<file path="src/hdl/pgpio_map.svh">
`ifndef PGPIO_MAP_SVH
`define PGPIO_MAP_SVH

// register indices; byte address is four times the index
`define PGPIO_IDX_OUT_EN     16'h4403
`define PGPIO_IDX_DIR        16'h4404
`define PGPIO_IDX_LEVEL      16'h4405
`define PGPIO_ADDR_OUT_EN    18'h1100c
`define PGPIO_ADDR_DIR       18'h11010
`define PGPIO_ADDR_LEVEL     18'h11014
`define PGPIO_RST_OUT_EN     16'h0000
`define PGPIO_RST_DIR        16'h0000
`define PGPIO_RST_LEVEL      16'h0000
`define PGPIO_PIN_COUNT      16
`define PGPIO_SYNC_STAGES    2

`endif

</file>
<file path="src/hdl/pgpio_pkg.sv">
package pgpio_pkg;

    typedef logic [15:0] pgpio_word_type;

    // bus request from software
    typedef struct packed
    {
        logic [17:0]    addr;
        logic [31:0]    wdata;
        logic           wr;
        logic           rd;
    } pgpio_req_type;

    // pin side of the bank
    typedef struct packed
    {
        pgpio_word_type out_val;
        pgpio_word_type out_en;
    } pgpio_drive_type;

    typedef enum logic [1:0]
    {
        PGPIO_SEL_NONE  = 2'b00,
        PGPIO_SEL_OEN   = 2'b01,
        PGPIO_SEL_DIR   = 2'b10,
        PGPIO_SEL_LEVEL = 2'b11
    } pgpio_sel_type;

endpackage

</file>
<file path="src/hdl/pgpio_sync.sv">
`timescale 1ns/100ps

// two-stage synchroniser for asynchronous pin levels
module pgpio_sync
    import pgpio_pkg::*;
(
    input  wire logic           sys_clk,
    input  wire logic           srst,
    input  wire pgpio_word_type async_in,
    output pgpio_word_type      sync_out
);

    pgpio_word_type meta_q;
    pgpio_word_type sync_q;

    // first stage is read only by the second stage
    always_ff @(posedge sys_clk)
    begin
        meta_q <= async_in;
    end

    always_ff @(posedge sys_clk)
    begin
        sync_q <= meta_q;
    end

    assign sync_out = sync_q;

endmodule

</file>
<file path="src/hdl/pgpio_bank.sv">
`timescale 1ns/100ps
`include "pgpio_map.svh"

module pgpio_bank
    import pgpio_pkg::*;
(
    input  wire logic           sys_clk,
    input  wire logic           srst,
    input  wire logic [17:0]    reg_addr,
    input  wire logic [31:0]    reg_wdata,
    input  wire logic           reg_wr,
    input  wire logic           reg_rd,
    output logic [31:0]         reg_rdata,
    input  wire pgpio_word_type pin_in,
    output pgpio_word_type      pin_out,
    output pgpio_word_type      pin_oe
);

    // =========================================================
    // address decode
    // =========================================================
    function automatic pgpio_sel_type decode_sel(input logic [17:0] addr);
        case (addr)
            `PGPIO_ADDR_OUT_EN: decode_sel = PGPIO_SEL_OEN;
            `PGPIO_ADDR_DIR:    decode_sel = PGPIO_SEL_DIR;
            `PGPIO_ADDR_LEVEL:  decode_sel = PGPIO_SEL_LEVEL;
            default:            decode_sel = PGPIO_SEL_NONE;
        endcase
    endfunction

    pgpio_req_type   req;
    pgpio_sel_type   sel;
    pgpio_word_type  pin_output_enable_hi_q;
    pgpio_word_type  pin_direction_hi_q;
    pgpio_word_type  drive_level_q;
    pgpio_word_type  pin_sync;
    pgpio_word_type  pin_level_view;
    pgpio_drive_type drive;
    logic [31:0]     reg_rdata_q;

    assign req = '{addr: reg_addr, wdata: reg_wdata, wr: reg_wr, rd: reg_rd};
    assign sel = decode_sel(req.addr);

    // =========================================================
    // pin synchroniser
    // =========================================================
    pgpio_sync u_sync
    (
        .sys_clk  (sys_clk),
        .srst     (srst),
        .async_in (pin_in),
        .sync_out (pin_sync)
    );

    // =========================================================
    // control registers
    // =========================================================
    always_ff @(posedge sys_clk)
    begin
        if (srst)
            pin_output_enable_hi_q <= `PGPIO_RST_OUT_EN;
        else if (req.wr && sel == PGPIO_SEL_OEN)
            pin_output_enable_hi_q <= req.wdata[15:0];
    end

    always_ff @(posedge sys_clk)
    begin
        if (srst)
            pin_direction_hi_q <= `PGPIO_RST_DIR;
        else if (req.wr && sel == PGPIO_SEL_DIR)
            pin_direction_hi_q <= req.wdata[15:0];
    end

    // output latch holds the written level; writes land even for input pins
    always_ff @(posedge sys_clk)
    begin
        if (srst)
            drive_level_q <= `PGPIO_RST_LEVEL;
        else if (req.wr && sel == PGPIO_SEL_LEVEL)
            drive_level_q <= req.wdata[15:0];
    end

    // =========================================================
    // pin drive, per bit
    // =========================================================
    genvar i;
    generate
        for (i = 0; i < `PGPIO_PIN_COUNT; i++)
        begin : g_pin
            // output pins read back the driven level, inputs the sampled one
            assign pin_level_view[i] = pin_direction_hi_q[i] ? drive_level_q[i]
                                                             : pin_sync[i];
            assign drive.out_en[i]   = pin_output_enable_hi_q[i];
            // mixed setting drives the latch value, which counts as unspecified
            assign drive.out_val[i]  = drive_level_q[i];
        end
    endgenerate

    assign pin_out = drive.out_val;
    assign pin_oe  = drive.out_en;

    // =========================================================
    // read port
    // =========================================================
    always_ff @(posedge sys_clk)
    begin
        if (srst)
            reg_rdata_q <= 32'h0000_0000;
        else if (req.rd)
        begin
            case (sel)
                PGPIO_SEL_OEN:   reg_rdata_q <= {16'h0000, pin_output_enable_hi_q};
                PGPIO_SEL_DIR:   reg_rdata_q <= {16'h0000, pin_direction_hi_q};
                PGPIO_SEL_LEVEL: reg_rdata_q <= {16'h0000, pin_level_view};
                default:         reg_rdata_q <= 32'h0000_0000;
            endcase
        end
        else
            reg_rdata_q <= 32'h0000_0000;
    end

    assign reg_rdata = reg_rdata_q;

    // =========================================================
    // assertions
    // =========================================================
    pgpio_word_type pin_past1;
    pgpio_word_type pin_past2;
    always_ff @(posedge sys_clk)
    begin
        pin_past1 <= pin_in;
        pin_past2 <= pin_past1;
    end

    a_oen_reset_zero: assert property (@(posedge sys_clk)
        $past(srst) |-> pin_output_enable_hi_q == 16'h0000)
        else $error("output enable not cleared by reset");

    a_oen_write_lands: assert property (@(posedge sys_clk) disable iff (srst)
        (reg_wr && reg_addr == `PGPIO_ADDR_OUT_EN) |=> pin_oe == $past(reg_wdata[15:0]))
        else $error("output enable write not reflected on pins");

    a_no_drive_off: assert property (@(posedge sys_clk) disable iff (srst)
        (pin_output_enable_hi_q == 16'h0000) |-> pin_oe == 16'h0000)
        else $error("pin driven while enable clear");

    a_drive_when_on: assert property (@(posedge sys_clk) disable iff (srst)
        pin_oe == pin_output_enable_hi_q)
        else $error("enable and pin drive disagree");

    a_dir_reset_zero: assert property (@(posedge sys_clk)
        $past(srst) |-> pin_direction_hi_q == 16'h0000)
        else $error("direction not cleared by reset");

    a_input_readback: assert property (@(posedge sys_clk) disable iff (srst)
        (reg_rd && reg_addr == `PGPIO_ADDR_LEVEL && pin_direction_hi_q == 16'h0000
         && $stable(pin_direction_hi_q))
        |=> reg_rdata[15:0] == $past(pin_past2))
        else $error("input read does not show synchronised level");

    a_output_readback: assert property (@(posedge sys_clk) disable iff (srst)
        (reg_rd && reg_addr == `PGPIO_ADDR_LEVEL && pin_direction_hi_q == 16'hffff)
        |=> reg_rdata[15:0] == $past(drive_level_q))
        else $error("output read does not show driven level");

    a_write_drives: assert property (@(posedge sys_clk) disable iff (srst)
        (reg_wr && reg_addr == `PGPIO_ADDR_LEVEL) |=> pin_out == $past(reg_wdata[15:0]))
        else $error("data write not driven on pins");

    a_sync_two_stage: assert property (@(posedge sys_clk) disable iff (srst)
        pin_sync == pin_past2)
        else $error("synchroniser depth wrong");

    a_rdata_idle_zero: assert property (@(posedge sys_clk) disable iff (srst)
        !$past(reg_rd) |-> reg_rdata == 32'h0000_0000)
        else $error("read data outside answer cycle");

    c_enable_all: cover property (@(posedge sys_clk) pin_oe == 16'hffff);
    c_read_level: cover property (@(posedge sys_clk) reg_rd && reg_addr == `PGPIO_ADDR_LEVEL);
    c_back_to_back: cover property (@(posedge sys_clk) reg_wr ##1 reg_rd);

endmodule

</file>
<file path="config.mk">
export PLATFORM = sky130hd
export DESIGN_NAME = pgpio_bank
export DESIGN_NICKNAME = d
export VERILOG_FILES = /design/src/hdl/pgpio_pkg.sv /design/src/hdl/pgpio_sync.sv /design/src/hdl/pgpio_bank.sv
export VERILOG_INCLUDE_DIRS = /design/src /design/src/hdl
export SDC_FILE = /design/constraint.sdc
export NUM_CORES = 1
export LEC_CHECK = 0
export BUFFER_PORTS_ARGS = -buffer_cell sky130_fd_sc_hd__buf_2
export CORE_AREA = 2 2 123 125
export CTS_CLUSTER_DIAMETER = 120
export DETAILED_ROUTE_END_ITERATION = 6
export DIE_AREA = 0 0 125 127
export GPL_TIMING_DRIVEN = 0
export HOLD_SLACK_MARGIN = 0.03
export PLACE_DENSITY = 0.55
export SLEW_MARGIN = 10
export SYNTH_ARGS = -nofsm -noshare
export SYNTH_HDL_FRONTEND = slang
export SYNTH_SLANG_ARGS = --single-unit
</file>
<file path="constraint.sdc">
create_clock -name sys_clk -period 2.5 [get_ports sys_clk]
set_input_delay 0.5 -clock sys_clk [delete_from_list [all_inputs] [get_ports sys_clk]]
set_output_delay 0.5 -clock sys_clk [all_outputs]
set_load 0.02 [all_outputs]
</file>
==> run metrics <==
fmax ~430 MHz; final hold vios 0; fill count 1502; Num CTS Buffers 9; crit-path max FO 10; PwrDens between 600 and 700 nW/um^2; number of DRC markers in iteration 0 between 80 and 90; area grow syn2layout 31.24%; Routed Antenna Nets 0; wire per inst around 16 um; Core Box Area roughly 14000 sq um; setup violators final 0; Req. time, crit path 2.77 ns; DRT Pass-1 Iters 4; Post-Syn Area 3585 sq um; GRT Residual Overflow 0; max-cap violations 0; RSZ-0062 raised after global routing no; full die area between 15000 and 20000 sq um; Syn Area/Cell 10.86 sq um; antenna violations before repair 0; first-pass GRT wire length ~16000 um; Syn. warnings 0; dpl ws -0.3893 ns; post-synthesis sequential area ratio roughly 54%; All-Layer GR Usage roughly an eighth; CTS H-Tree Depth 3; Setup Skew roughly 0.0038 ns; Worst-path clk slew roughly 0.070 ns; Mapped Cells between 300 and 400; vias in the first global route between 2k and 3k; nets@finish 527; fraction of layout cells with a size suffix above 1 a little over a third; routability congestion estimate 0.7943; Die Ht 127 um; worst slew pin tran about 1.1 ns; Slew Viols, Final 0; root buf cell clkbuf_16; critical path launch point type input pin; row count 44; CTS tree done; Placed Area approximately 4400 sq um; CP endpoint kind flip-flop; Clk Latency, worst-skew pair roughly 0.34 ns; cells taking the most area after synthesis dfxtp_1, mux2i_1, nand2_1; FF+latch count, synth 96; crit path kind in -> reg; clock buffer depth 2; Initial Util between 20% and 30%; Vias about 2.8k; Setup Buffers After CTS 0; Slew Limit Headroom roughly a quarter; detailed placement HPWL 7189 um; CP arrival between 2 and 3 ns; Static Leak approximately 2.2 nW; post-synth top area share between 50% and 60%; IO Pins around 130; I/O Buffers between 100 and 150; leading area contributor after synthesis dfxtp_1; Post-Route WL approximately 10000 um; final worst setup slack around 0.16 ns; total power 3.205 mW; status completed; Die Wd approximately 130 um; Final Cycle Share between 90% and 100%; HP Class in -> reg; Tmin final between 2 and 2.5 ns; clk sinks 96; Yosys cell types 32; Inserted Diodes 0; largest net degree at the start of global routing 17; maximum VDD drop between 0.0003 and 0.0004 V; Design Area, Final 4705 sq um; # DRC 0; vias per inst 4.297
[final timing paths]
check | slack, ns | depth (start not counted) | to | start
worst max register to register | 1.37 | 3 | reg_rdata[12]$_SDFF_PP0_ | pin_direction_hi_q[12]$_SDFFE_PP0P_
worst min register to register | 0.33 | 0 | u_sync.sync_out[6]$_DFF_P_ | u_sync.meta_q[6]$_DFF_P_
worst min-delay path | 0.25 | 1 | u_sync.meta_q[10]$_DFF_P_ | pin_in[10]
worst max-delay path | 0.16 | 6 | reg_rdata[12]$_SDFF_PP0_ | reg_addr[13]
[state kept, by name, indices dropped and copies added, names as in the netlist]
name and count:
u_sync.sync_out 16, pin_oe 16, u_sync.meta_q 16, pin_direction_hi_q 16
reg_rdata 16, pin_out 16
[critical path: stages]
cell and delay (ns):
buf_2 0.10, or4b_4 0.59, nor3_4 0.44, o2111ai_2 0.37, clkbuf_1 0.38, nor2_1 0.23
[report_power, final]
part           internal, mW  switching, mW  leakage [nW]  total, mW
Combinational        0.0675         0.0949          1.28      0.162
Sequential             1.56        0.00651         0.785       1.56
Clock                 0.882          0.598         0.149       1.48
Total                  2.51          0.699          2.22       3.21
[cells in the final DEF (no fill, tap or decap), drive strengths merged, types with 3 or more instances in the layout]
cell / synthesis / routed
clkbuf: 12 / 22
inv: 2 / 3
buf: 23 / 124
dfxtp: 96 / 96
a32oi: 15 / 15
a22o: 16 / 16
nand2: 65 / 65
mux2: 16 / 16
nor3: 4 / 4
nor2: 17 / 17
conb: 1 / 16
mux2i: 48 / 48
[stage by stage]
| step | TNS (ns) | util, % | std cells | hold slack, ns |
|---|---|---|---|---|
| final | 0 | 32.62 | 646 | 0.2515 |
| after global routing | 0 | 32.62 | 646 | 0.2422 |
| after floorplan | 0 | - | 345 | 0.3096 |
| after detailed placement | -3.937 | 30.34 | 630 | 0.3136 |
| after global placement | -4.297 | 30.34 | 630 | 0.3121 |
| after CTS | 0 | 32.62 | 646 | 0.2396 |
[layer usage]
metal | vias to the layer above | part of all wire, % | GRT usage, %
met5 | - | 0 | 0
met4 | 0 | 2.3 | 5.817
met3 | 17 | 6.0 | 3.392
met2 | 109 | 46 | 20.97
met1 | 1274 | 46 | 16.65
li1 | 1376 | - | -
[final cells by class]
class | instances | area [sq um] | share of cell area [%]
plain buffers | 35 | 209.0 | 4.441
clock buffers | 10 | 229.0 | 4.867
clock inverters | 6 | 92.59 | 1.968
inverters | 2 | 7.507 | 0.1596
multi-input cells | 212 | 1509 | 32.07
flip-flops and latches | 96 | 1922 | 40.85
well taps | 184 | 230.2 | 4.894
repair buffers | 101 | 505.5 | 10.74
[cells by family (layout without fill, tap and decap cells)]
group,Yosys count,in the layout,share of synthesized area [%]
compound gates,33,33,7.958
other cells,1,16,0.1046
simple gates,99,99,13.86
flops,96,96,53.61
mux,64,64,18.43
buf+inv,37,154,6.038
[cells in the mapped netlist (all sizes together)]
master,number
dfxtp,96
nand2,65
mux2i,48
buf,23
nor2,17
a22o,16
mux2,16
a32oi,15
clkbuf,12
nor3,4
inv,2
nand4,2
or4b,2
a21oi,1
and3b,1
and4,1
conb,1
nand2b,1
nand3,1
nor2b,1
nor3b,1
nor4,1
o2111ai,1
or3,1
or4,1
[what timing repair did]
| item | in CTS | in global routing |
|---|---|---|
| endpoints found under the setup margin | 3 | 0 |
| hold buffers | 0 | 0 |
| resized for setup | 1 | 0 |
| endpoints found under the hold margin | 0 | 0 |
Note: power is estimated with default switching activity, not from simulation.
